`config.mk`:
```
export PLATFORM = sky130hd
export DESIGN_NAME = pdeo_port_override
export DESIGN_NICKNAME = d
export VERILOG_FILES = /design/src/logic/pdeo_sync2.v /design/src/logic/pdeo_port_override.v
export VERILOG_INCLUDE_DIRS = /design/src /design/src/logic
export SDC_FILE = /design/constraint.sdc
export NUM_CORES = 1
export LEC_CHECK = 0
export ABC_AREA = 1
export ABC_CLOCK_PERIOD_IN_PS = 2000
export BUFFER_PORTS_ARGS = -buffer_cell sky130_fd_sc_hd__buf_2
export CORE_MARGIN = 10
export CORE_UTILIZATION = 46
export DETAILED_ROUTE_END_ITERATION = 8
export PLACE_DENSITY_LB_ADDON = 0.2
export SLEW_MARGIN = 20
export SYNTH_ARGS = -nofsm -noshare
export SYNTH_HDL_FRONTEND = slang
export SYNTH_SLANG_ARGS = --single-unit
```
`constraint.sdc`:
```
create_clock -name clk -period 2 [get_ports clk]
set_input_delay 0.1 -clock clk [delete_from_list [all_inputs] [get_ports clk]]
set_output_delay 0.1 -clock clk [all_outputs]
set_load 0.01 [all_outputs]
```
`src/logic/pdeo_consts.vh`:
```
// Bit positions and reset values for the port D/E override logic.
`ifndef PDEO_CONSTS_VH
`define PDEO_CONSTS_VH
`define PDEO_PD_CAPT      0
`define PDEO_PD_EXTIRQ    1
`define PDEO_PE_RXD       0
`define PDEO_PE_TXD       1
`define PDEO_PE_XCK       2
`define PDEO_PE_CMPNEG    3
`define PDEO_PE_SCL       4
`define PDEO_PE_SDA       5
`define PDEO_PE_DO        6
`define PDEO_PE_DIVIDED_CLOCK_OUTPUT      7
`define PDEO_BYTE_ZERO    8'h00
`define PDEO_PAIR_ZERO    2'h0
`define PDEO_BIT_ZERO     1'h0
`define PDEO_BIT_ONE      1'h1
`endif

```
`src/logic/pdeo_sync2.v`:
```
// Two-flop synchroniser for a vector of pin levels.
`timescale 1ns/1ns
`default_nettype none
`include "pdeo_consts.vh"
module pdeo_sync2 #(
    parameter W = 8
) (
    input  wire         clk,
    input  wire         rst,
    input  wire [W-1:0] d,
    output wire [W-1:0] q
);
    reg [W-1:0] meta_reg;
    reg [W-1:0] sync_reg;
    // The first stage feeds the second only; metastable values never reach logic.
    always @(posedge clk) begin
        if (rst) begin
            meta_reg <= {W{1'b0}};
            sync_reg <= {W{1'b0}};
        end else begin
            meta_reg <= d;
            sync_reg <= meta_reg;
        end
    end
    assign q = sync_reg;
endmodule
`default_nettype wire

```
`src/logic/pdeo_port_override.v`:
```
// Alternate-function override logic for port D bits 1:0 and port E bits 7:0.
`timescale 1ns/1ns
`default_nettype none
`include "pdeo_consts.vh"
module pdeo_port_override (
    input  wire       clk,
    input  wire       rst,
    // Port registers.
    input  wire [1:0] portd_direction,
    input  wire [1:0] portd_output_latch,
    input  wire [7:0] porte_direction,
    input  wire [7:0] porte_output_latch,
    input  wire       global_pullup_disable,
    // Pins.
    input  wire [1:0] portd_pin_in,
    output reg  [1:0] portd_pin_out,
    output reg  [1:0] portd_pin_oe,
    output reg  [1:0] portd_pullup_en,
    input  wire [7:0] porte_pin_in,
    output wire [7:0] porte_pin_out,
    output wire [7:0] porte_pin_oe,
    output reg  [7:0] porte_pullup_en,
    // Peripheral controls.
    input  wire       clock_output_fuse,
    input  wire       divided_clock,
    input  wire       external_irq_zero_enable,
    input  wire       usart_sync_mode,
    input  wire       usart_sync_clock_out,
    input  wire       usart_receiver_enable,
    input  wire       usart_transmitter_enable,
    input  wire       usart_tx_data,
    input  wire       serial_if_twowire_mode,
    input  wire       serial_if_threewire_mode,
    input  wire       serial_if_data_out,
    input  wire       serial_if_sda_low,
    input  wire       serial_if_clock_hold,
    input  wire       comparator_neg_digital_disable,
    input  wire       comparator_pos_digital_disable,
    input  wire [7:0] pin_change_select,
    input  wire       pin_change_group0_enable,
    // Peripheral inputs.
    output wire [1:0] portd_din,
    output wire [7:0] porte_din,
    output wire       external_irq_zero_input,
    output wire       timer1_capture_input,
    output wire       usart_rx_input,
    output wire       usart_sync_clock_in,
    output wire       serial_if_data_in,
    output wire       serial_if_clock_in,
    output wire [7:0] pin_change_source
);
    // ------------------------------------------------------------
    // Input synchronisers
    // ------------------------------------------------------------
    wire [9:0] pins_sync;

    pdeo_sync2 #(
        .W (10)
    ) u_sync (
        .clk (clk),
        .rst (rst),
        .d   ({portd_pin_in, porte_pin_in}),
        .q   (pins_sync)
    );

    // ------------------------------------------------------------
    // Digital input enables
    // ------------------------------------------------------------
    // Sleep gating is not modelled, so a pin's input is on unless an analog
    // disable takes it and no pin-change keep-on term (pc_keep) holds it on.
    wire [7:0] pc_keep;
    reg  [7:0] porte_die;
    wire [1:0] portd_die;

    genvar i;
    generate
        for (i = 0; i < 8; i = i + 1) begin : g_pc
            assign pc_keep[i] = pin_change_select[i] & pin_change_group0_enable;
        end
    endgenerate

    always @* begin
        porte_die = 8'hFF;
        // The comparator disable wins unless a pin-change source holds it on.
        porte_die[`PDEO_PE_CMPNEG] = pc_keep[`PDEO_PE_CMPNEG] |
                                     ~comparator_neg_digital_disable;
        porte_die[`PDEO_PE_XCK]    = pc_keep[`PDEO_PE_XCK] |
                                     ~comparator_pos_digital_disable;
    end

    assign portd_die = {external_irq_zero_enable | `PDEO_BIT_ONE, `PDEO_BIT_ONE};

    assign portd_din = pins_sync[9:8] & portd_die;
    assign porte_din = pins_sync[7:0] & porte_die;

    assign external_irq_zero_input = portd_din[`PDEO_PD_EXTIRQ];
    assign timer1_capture_input    = portd_din[`PDEO_PD_CAPT];
    assign usart_rx_input          = porte_din[`PDEO_PE_RXD];
    assign usart_sync_clock_in     = porte_din[`PDEO_PE_XCK];
    assign serial_if_data_in       = porte_din[`PDEO_PE_SDA];
    assign serial_if_clock_in      = porte_din[`PDEO_PE_SCL];
    assign pin_change_source       = porte_din;

    // ------------------------------------------------------------
    // Output overrides
    // ------------------------------------------------------------
    reg [7:0] e_out_next;
    reg [7:0] e_oe_next;
    reg [7:0] e_pu_next;
    reg [1:0] d_out_next;
    reg [1:0] d_oe_next;
    reg [1:0] d_pu_next;
    reg       sda_drive_low;
    reg       scl_drive_low;

    always @* begin
        // Plain port behaviour first.
        d_oe_next  = portd_direction;
        d_out_next = portd_output_latch;
        d_pu_next  = portd_output_latch & ~portd_direction & {2{~global_pullup_disable}};
        e_oe_next  = porte_direction;
        e_out_next = porte_output_latch & porte_direction;
        e_pu_next  = porte_output_latch & ~porte_direction & {8{~global_pullup_disable}};

        if (serial_if_threewire_mode) begin
            e_out_next[`PDEO_PE_DO] = serial_if_data_out & porte_direction[`PDEO_PE_DO];
        end

        sda_drive_low = (serial_if_sda_low | ~porte_output_latch[`PDEO_PE_SDA]) &
                        porte_direction[`PDEO_PE_SDA];
        scl_drive_low = (serial_if_clock_hold & ~porte_output_latch[`PDEO_PE_SCL]) |
                        porte_direction[`PDEO_PE_SCL];
        if (serial_if_twowire_mode) begin
            // Open drain: drive only a low, never a high, and no pull-up.
            e_pu_next[`PDEO_PE_SDA]  = `PDEO_BIT_ZERO;
            e_oe_next[`PDEO_PE_SDA]  = sda_drive_low;
            e_out_next[`PDEO_PE_SDA] = `PDEO_BIT_ZERO;
            e_pu_next[`PDEO_PE_SCL]  = `PDEO_BIT_ZERO;
            e_oe_next[`PDEO_PE_SCL]  = scl_drive_low;
            e_out_next[`PDEO_PE_SCL] = `PDEO_BIT_ZERO;
        end

        if (usart_sync_mode && porte_direction[`PDEO_PE_XCK]) begin
            e_out_next[`PDEO_PE_XCK] = usart_sync_clock_out;
        end

        if (usart_transmitter_enable) begin
            e_oe_next[`PDEO_PE_TXD]  = `PDEO_BIT_ONE;
            e_out_next[`PDEO_PE_TXD] = usart_tx_data;
            e_pu_next[`PDEO_PE_TXD]  = `PDEO_BIT_ZERO;
        end

        if (usart_receiver_enable) begin
            e_oe_next[`PDEO_PE_RXD]  = `PDEO_BIT_ZERO;
            e_out_next[`PDEO_PE_RXD] = `PDEO_BIT_ZERO;
            e_pu_next[`PDEO_PE_RXD]  = porte_output_latch[`PDEO_PE_RXD] &
                                       ~global_pullup_disable;
        end
    end

    // Registered pin drive; the clock pin is combinational so the clock is not
    // resampled by its own edges.
    reg [7:0] e_out_reg;
    reg [7:0] e_oe_reg;

    always @(posedge clk) begin
        if (rst) begin
            portd_pin_out   <= `PDEO_PAIR_ZERO;
            portd_pin_oe    <= `PDEO_PAIR_ZERO;
            portd_pullup_en <= `PDEO_PAIR_ZERO;
            e_out_reg       <= `PDEO_BYTE_ZERO;
            e_oe_reg        <= `PDEO_BYTE_ZERO;
            porte_pullup_en <= `PDEO_BYTE_ZERO;
        end else begin
            portd_pin_out   <= d_out_next;
            portd_pin_oe    <= d_oe_next;
            portd_pullup_en <= d_pu_next;
            e_out_reg       <= e_out_next;
            e_oe_reg        <= e_oe_next;
            porte_pullup_en <= e_pu_next;
        end
    end

    // ------------------------------------------------------------
    // Divided clock output
    // ------------------------------------------------------------
    // Reset does not gate this path, so the clock keeps running during reset.
    wire divided_clock_output_active;
    assign divided_clock_output_active = clock_output_fuse;
    wire divided_clock_output_pin_out;
    wire divided_clock_output_pin_oe;
    assign divided_clock_output_pin_out = divided_clock_output_active ? divided_clock : e_out_reg[`PDEO_PE_DIVIDED_CLOCK_OUTPUT];
    assign divided_clock_output_pin_oe  = divided_clock_output_active | e_oe_reg[`PDEO_PE_DIVIDED_CLOCK_OUTPUT];

    // Final port E bit 7 drive, also visible to the pad.
    assign porte_pin_out = {divided_clock_output_pin_out, e_out_reg[6:0]};
    assign porte_pin_oe  = {divided_clock_output_pin_oe, e_oe_reg[6:0]};
endmodule
`default_nettype wire

```
* Word-level counts from Yosys, hierarchy flattened
Index checks and enable logic that the tools add are counted.
** Cells by class
- Shift-type cells :: 0
- Add/sub/neg operators :: 0
- Bitwise logic cells :: 24
- Div/mod/pow operators :: 0
- Magnitude comparators :: 0
- Reductions and logical operators :: 4
- Muxes and demuxes :: 7
- Eq/ne operators :: 0
- Multiply operators :: 0
** Operator list (number)
- 8-bit bitwise AND :: 4
- 8-bit NOT :: 1
- 1-bit bitwise AND :: 6
- 1-bit two-way mux :: 6
- 2-bit OR reduction :: 3
- 1-bit NOT :: 5
- 1-bit bitwise OR :: 5
- 2-bit bitwise AND :: 2
- 2-bit two-way mux :: 1
- 2-bit NOT :: 1
- 1-bit logical AND :: 1
** Storage, ports and cells
- Memories :: 0
- Latch bits :: 0
- Register bits :: 50
- Word-level logic and storage cells :: 48
- Output and inout bits :: 54
- Memory bits (read-only) :: 0
- Memory bits (writable) :: 0
- Bits of input ports :: 57

* Logic depth before layout (Yosys ltp)
Gate-level depths: netlist (run 1).
- Depth in word-level cells :: 4
- Gate-level depth with buffers :: 4
- Gate-level depth less buffers :: 4

* Cells and area by module
From an unflattened synthesis (run 1), not the netlist that was laid out.
** Second synthesis, totals
- Cells, all modules :: 203
- Area, all modules :: 1799.2 sq um
** By module, submodules not included
- pdeo_port_override :: cells each 141, sequential area each 600.6 sq um, instances 1, area each 1226.2 sq um
- pdeo_sync2 :: cells each 62, sequential area each 400.4 sq um, instances 1, area each 573.0 sq um

* Worst setup path after synthesis (run 1)
Ideal clock, no wire load.
- Path kind :: reg2out
- From :: register u_sync.sync_reg[2] (netlist: u_sync.q[2])
- To :: output pin_change_source[2]
- Arrival :: 0.904 ns
- Cell stages (with the launch flop) :: 3
- Required time :: 1.900 ns
- Setup slack :: 0.996 ns
- Path buffers :: 1
- Cells stage by stage :: dfxtp_1 a21boi_0 buf_4
** Between the ends
- Cells in the longest elaborated chain, start to end :: 1
** RTL lines
- start, declared :: line pdeo_sync2.v:14 : reg [W-1:0] sync_reg;
- start signal, assigned :: line pdeo_sync2.v:19 : sync_reg <= {W{1'b0}};
- start signal, assigned :: line pdeo_sync2.v:22 : sync_reg <= meta_reg;
- 8-bit bitwise AND :: line pdeo_port_override.v:94 : assign porte_din = pins_sync[7:0] & porte_die;
- end, declared :: line pdeo_port_override.v:50 : output wire [7:0] pin_change_source
Every way passes these cells.

* Worst setup path after layout (run 1)
- From :: register u_sync.sync_reg[2] (netlist: u_sync.q[2])
- To :: output porte_din[2]
** Between the ends
- Cells in the longest elaborated chain, start to end :: 1
** RTL lines
- 8-bit bitwise AND :: line pdeo_port_override.v:94
- end, declared :: line pdeo_port_override.v:43 : output wire [7:0] porte_din,
Every way passes these cells.

==> key figures, run 1 <==
Run status
  – Status: completed

Clocking
  – Skew-Pair Late Insertion Delay: roughly 0.29 ns
  – Post-CTS sizing: 0
  – H-tree depth: 2
  – Reg clk slew, reported paths: 0.08 ns
  – CTS buffer count: 5
  – Clk root buf: clkbuf_8
  – Clk sinks: 50
  – CTS tree: done
  – Max clock buf depth: 2

Cells and area
  – Layout Cells excl Fill: 349
  – Share of post-route cells with drive strength above 1: 0.3920
  – Nets@finish: 357
  – ANT cells: 0
  – Most common library cell in the layout ignoring fill and taps: buf_2
  – Core Util, Final: 0.5979
  – Area grow syn2layout: 21.84%
  – Most frequent cells in the layout: buf_2 (103), nor2_1 (50), dfxtp_1 (50)
  – Fill cell count: about 360
  – Post-route cell area: around 2300 um^2

Placement
  – Placed Cells: 338
  – HPWL Detailed: 3.196 mm
  – DP Area: 2133 um^2
  – RePlAce Congestion: 0.7176
  – Port Buffers: 103

Floorplanning
  – Core outline area: ~3800 um^2
  – Initial Utilization: 0.4907
  – Die Wd: ~83 um
  – Die area: 6960 um^2
  – Die Ht: ~83 um
  – I/O pin total: approximately 110
  – Row cnt: 22

Worst setup path
  – Top delay family on crit path: flip-flops
  – Crit path cell chain: a21boi_0 -> buf_2
  – Worst path required time: roughly 1.9 ns
  – Slowest CP cell: dfxtp_1
  – Worst Setup SP: u_sync.q[2]
  – WP depth: 2
  – Worst setup EP type: primary output
  – CP peak stage delay: 0.31 ns
  – Worst Setup EP: porte_din[2]
  – R2R Path Start: u_sync.meta_reg[9]
  – Crit start category: register
  – Worst Path Arrival: roughly 1.0 ns
  – Worst r2r path cells: 2
  – R2R setup slack: 1.50 ns
  – Sum of buffers and inverters on the critical path: 1
  – Worst setup path class: register to primary output
  – R2r endpoint: u_sync.q[9]
  – Worst Path Max Fanout: 3

Route
  – DRC: 0
  – Detail Route Antenna Nets: 0
  – Via/cell ratio: 4.014
  – Drt total wl: 3.874 mm
  – Vias post-DR: 1401
  – Wire length per cell: roughly 11 um
  – First-pass detailed-route iteration total: 4
  – DRT iter0 DRCs: 22

Global routing
  – Initial antenna violation count: 0
  – Vias in the first global route: approximately 1400
  – First-pass GRT wire length: 6.382 mm
  – Grt ovf: 0
  – GRT Total Usage: 0.1108
  – Maximum number of pins on one net before global-route repair: 22

Synthesis
  – Yosys cell types: 14
  – Synthesized instance count: around 220
  – YS warnings: 0
  – FF+latch count, synth: 50
  – Post-synthesis sequential area ratio: 0.5409
  – Top-area cell type share of the netlist area: 0.5409
  – Post-Syn Nets: 280
  – Syn Area/Cell: 8.298 um^2
  – Post-synthesis cell area: 1851 um^2
  – Top post-synthesis cells by area: dfxtp_1 (54%), buf_4 (13%), nor2_1 (10%)
  – Top cell type by total area after synthesis: dfxtp_1

STA
  – RSZ-0062 raised after global routing: no
  – Clock Skew: 0.0009673 ns
  – Final setup violating endpoints: 0
  – Worst Tran Pin Value: 0.3526 ns
  – Setup TNS Final: 0 ns
  – Final min period: 1.115 ns
  – Final Hold Fails: 0
  – Fmax: 0.8972 GHz
  – Relative slew slack: 0.7649
  – Crit share post-route: 0.5573
  – Max-slew violations: 0

Pwr
  – Lkg Pwr: 1.332 nW
  – Power consumption: 0.001835 W
  – Pwr/cell area: 813.7 nW/um^2
  – Maximum VDD drop: 0.4869 mV

Min path
  – Worst hold-check path type: input pin to register

Flow run
  – Max Cap Viol: 0
[cell families after synthesis]
group | share of synthesized area
and+or+nand+nor | 0.1893
DFF | 0.5409
AOI/OAI and AO/OA | 0.01622
buffers and inverters | 0.2535
[per-stage QoR]
step	worst slack [ns]	hold WS (ns)
after floorplan	0.9957	0.2070
after global placement	1.048	0.3001
after detailed placement	1.040	0.3075
after CTS	0.8561	0.002907
after global routing	0.7671	0.01121
final	0.8855	0.006063
[where the power goes]
| group | internal (W) | switching, W | total [W] |
|---|---|---|---|
| registers | 0.00104 | 0.00000996 | 0.00105 |
| logic | 0.0000946 | 0.000110 | 0.000205 |
| clock network | 0.000279 | 0.000303 | 0.000582 |
| total | 0.00141 | 0.000423 | 0.00183 |
[layout make-up]
cell class                 instances  area, um^2  share of cell area
timing repair buffer             107       553.0              0.2453
clock inverter                     1       5.005            0.002220
clock buffer                       7       86.33             0.03829
inverter                          45       168.9             0.07492
tap                               48       60.06             0.02664
sequential                        50        1001              0.4440
multi-input combinational         91       380.4              0.1687
[synth_stat cells (all sizes together)]
| library cell | n |
|---|---|
| a21oi | 2 |
| nor2 | 54 |
| buf | 34 |
| dfxtp | 50 |
| or2 | 1 |
| clkbuf | 3 |
| nand2 | 31 |
| o21ai | 1 |
| a21boi | 2 |
| inv | 45 |
[routing by layer]
layer	GRT usage	wire length, um	vias up
li1	-	-	747
met3	0.07813	590	7
met5	0	0	-
met2	0.1878	1870	60
met1	0.09817	1350	587
met4	0.04992	63	0
[how the worst min path moves through the flow]
stage | start | slack, ns | depth (start not counted) | end
global route | porte_pin_in[1] | 0.01 | 3 | u_sync.meta_reg[1]
global placement | porte_pin_in[3] | 0.30 | 3 | u_sync.meta_reg[3]
detailed placement | porte_pin_in[5] | 0.31 | 3 | u_sync.meta_reg[5]
CTS | porte_pin_in[7] | 0.003 | 3 | u_sync.meta_reg[7]
floorplan | portd_output_latch[0] | 0.21 | 2 | portd_pin_out[0]
finish | porte_pin_in[7] | 0.006 | 3 | u_sync.meta_reg[7]
[worst register-to-register path: cells and delay by family (launching register included)]
family / cells / cell delay (ns)
flip-flops: 1 / 0.30
buffers and inverters: 1 / 0.05
AND/OR/NAND/NOR: 1 / 0.03
[what timing repair did]
item | 4_1_cts | 5_1_grt
hold buffers | 3 | 0
endpoints found under the hold margin | 3 | 0
setup buffers | 0 | 0
(Power assumes the default switching activity.)
==> run 2, diff against run 1 <==
--- a/config.mk
+++ b/config.mk
@@ -7,10 +7,10 @@
 export NUM_CORES = 1
 export LEC_CHECK = 0
 export ABC_AREA = 1
-export ABC_CLOCK_PERIOD_IN_PS = 2000
+export ABC_CLOCK_PERIOD_IN_PS = 1100
 export BUFFER_PORTS_ARGS = -buffer_cell sky130_fd_sc_hd__buf_2
 export CORE_MARGIN = 10
-export CORE_UTILIZATION = 46
+export CORE_UTILIZATION = 42
 export DETAILED_ROUTE_END_ITERATION = 8
 export PLACE_DENSITY_LB_ADDON = 0.2
 export SLEW_MARGIN = 20
==> constraint.sdc (replaced) <==
create_clock -name clk -period 1.1 [get_ports clk]
set_input_delay 0.055 -clock clk [delete_from_list [all_inputs] [get_ports clk]]
set_output_delay 0.055 -clock clk [all_outputs]
set_load 0.01 [all_outputs]
==> run 2 against run 1 <==
Effect of this change: final area up 12%; global-route usage up 0.66 points; highest routed layer unchanged; clock-buffer cell count unchanged.
==> key figures, run 2 (synthesized netlist as in run 1, its figures left out) <==
Worst setup path
  – Crit start category: register
  – Crit path cell chain: or2_2 -> buf_2
  – Worst Path Max Fanout: 1 (-2)
  – Worst Setup EP: porte_pin_oe[7]
  – R2R Path Start: u_sync.meta_reg[3]
  – Worst r2r path cells: 2 (unchanged)
  – Worst setup EP type: primary output
  – CP peak stage delay: 0.30 ns (about the same)
  – R2r endpoint: u_sync.q[3]
  – Worst Setup SP: e_oe_reg[7]
  – Worst path required time: 1.04 ns (-0.86 ns)
  – Slowest CP cell: dfxtp_1
  – Worst setup path class: register to primary output
  – Worst Path Arrival: 0.98 ns (-0.03 ns)
  – R2R setup slack: 0.61 ns (-0.89 ns)

STA
  – Relative slew slack: 0.8355 (+0.07058)
  – Fmax: 0.9664 GHz
  – Final Hold Fails: 0 (unchanged)
  – RSZ-0062 raised after global routing: no
  – Final setup violating endpoints: 0 (unchanged)
  – Setup TNS Final: 0 ns (unchanged)
  – Crit share post-route: 0.9407
  – Final hold slack: 0.007004 ns (+0.0009408 ns)
  – Clock Skew: 0.001144 ns (+0.0001772 ns)
  – Worst Tran Pin Value: 0.2467 ns (-0.1059 ns)
  – Max-slew violations: 0 (unchanged)
  – Final min period: around 1.0 ns

Pwr
  – Maximum VDD drop: 0.7122 mV (+46%)
  – Pwr/cell area: 1319 nW/um^2 (+62%)
  – Sequential Power Share: 0.574 (+0.003)
  – Clock power share: 0.290 (-0.027)
  – Cell Int Power: 0.002563 W (+82%)
  – Net Sw Frac: 0.2290 (-0.001563)
  – Lkg Pwr: 1.437 nW (+7.9%)
  – Combinational share of power: 0.137 (+0.025)
  – NetSw: 0.0007611 W (+80%)

Route
  – Wire length per cell: 11.45 um (+3.2%)
  – First-pass detailed-route iteration total: 4 (unchanged)
  – Vias post-DR: 1489 (+6.3%)
  – Via/cell ratio: 3.939 (-1.9%)
  – Detail Route Antenna Nets: 0 (unchanged)
  – DRT iter0 DRCs: 44 (+100%)
  – DRC: 0 (unchanged)
  – Drt total wl: 4.329 mm (+12%)

Floorplanning
  – I/O pin total: 111 (unchanged)
  – Core outline area: 4324 um^2 (+15%)
  – Die Wd: 86.38 um (+3.5%)
  – Initial Utilization: 0.4280 (-0.06276)
  – Row cnt: 24 (+9.1%)
  – Die area: 7461 um^2 (+7.2%)
  – Die Ht: 86.38 um (+3.5%)

Run status
  – Status: completed

Global routing
  – GRT Total Usage: 0.1174 (+0.006574)
  – Initial antenna violation count: 0 (unchanged)
  – Vias in the first global route: 1559 (+8.3%)
  – Maximum number of pins on one net before global-route repair: 26 (+18%)
  – First-pass GRT wire length: 6.920 mm (+8.4%)
  – Grt ovf: 0 (unchanged)

Cells and area
  – Post-route cell area: 2521 um^2 (+12%)
  – Share of post-route cells with drive strength above 1: 0.3589 (-0.03313)
  – Most common library cell in the layout ignoring fill and taps: buf_2
  – Footprint of the multi-input gates: 384.1 um^2 (+0.99%)
  – ANT cells: 0 (unchanged)
  – Most frequent cells in the layout: buf_2 (103), nor2_1 (50), dfxtp_1 (50)
  – Fill cell count: 434 (+20%)
  – Area grow syn2layout: 36.24%
  – Nets@finish: 383 (+7.3%)
  – Core Util, Final: 0.5830 (-0.01483)
  – Seq. cell area: 1001 um^2 (unchanged)

Clocking
  – Skew-Pair Late Insertion Delay: 0.29 ns (about the same)
  – Clk sinks: 50 (unchanged)
  – Clk root buf: clkbuf_8
  – Reg clk slew, reported paths: 0.08 ns (about the same)
  – CTS buffer count: 5 (unchanged)
  – H-tree depth: 2 (unchanged)
  – Post-CTS Setup Inserts: 0 (unchanged)
  – CTS tree: done
  – Max clock buf depth: 2 (unchanged)

Placement
  – Port Buffers: 103 (unchanged)
  – HPWL Detailed: 3.227 mm (+0.97%)
  – RePlAce Congestion: 0.7106 (-0.98%)
  – DP Area: 2151 um^2 (+0.82%)

Flow run
  – Max Cap Viol: 0 (unchanged)

Min path
  – Worst hold-check path type: input pin to register
run 2: worst max-delay path, delay by kind of cell, from the launching register on:
| family | cells | cell delay [ns] |
|---|---|---|
| flip-flops | 1 | 0.30 |
| buffers and inverters | 1 | 0.14 |
| AND/OR/NAND/NOR | 1 | 0.25 |
run 2: final cells by class:
| class | instances | area share |
|---|---|---|
| Multi-Input combinational cell | 91 | 0.1524 |
| Inverter | 45 | 0.06700 |
| Sequential cell | 50 | 0.3970 |
| Tap cell | 52 | 0.02581 |
| Timing Repair Buffer | 133 | 0.3275 |
| Clock buffer | 7 | 0.03027 |
run 2: power groups by stage:
stage	combinational (W)	clock, W	sequential (W)
floorplan	0.000243	0	0.00196
global placement	0.000371	0	0.00195
detailed placement	0.000378	0	0.00195
CTS	0.000460	0.00101	0.00191
global route	0.000513	0.00108	0.00192
finish	0.000455	0.000963	0.00191
run 2: repair_timing:
item	4_1_cts	5_1_grt
resized for setup	1	2
endpoints found under the setup margin	3	5
gates cloned	0	0
endpoints found under the hold margin	30	0
pin swaps	0	0
hold buffers	29	0
run 2: through the flow:
step                worst slack [ns]  total power, W  std cells
finish                       0.06526        0.003324        378
global route                 0.01134        0.003504        378
CTS                          0.04405        0.003377        378
detailed placement            0.2946        0.002328        342
global placement              0.3361        0.002318        342
floorplan                     0.1407        0.002205        223
run 2: routing by layer:
layer  wire [um]  vias to the layer above  part of all wire  global-route usage
met3         643                        8              0.15             0.07505
met1        1489                      616              0.34              0.1004
met5           0                        -                 0                   0
li1            -                      798                 -                   -
met2        2123                       67              0.49              0.2087
met4          71                        0             0.016             0.05302
run 2: worst min-delay path by stage:
stage	startpoint	end	slack, ns	cells after the start
floorplan	portd_output_latch[0]	portd_pin_out[0]	0.16	2
global placement	portd_pin_in[1]	u_sync.meta_reg[9]	0.26	3
detailed placement	portd_pin_in[0]	u_sync.meta_reg[8]	0.26	3
CTS	porte_direction[6]	e_oe_reg[6]	0.001	3
global route	porte_direction[6]	e_oe_reg[6]	0.03	3
finish	porte_direction[6]	e_oe_reg[6]	0.007	3
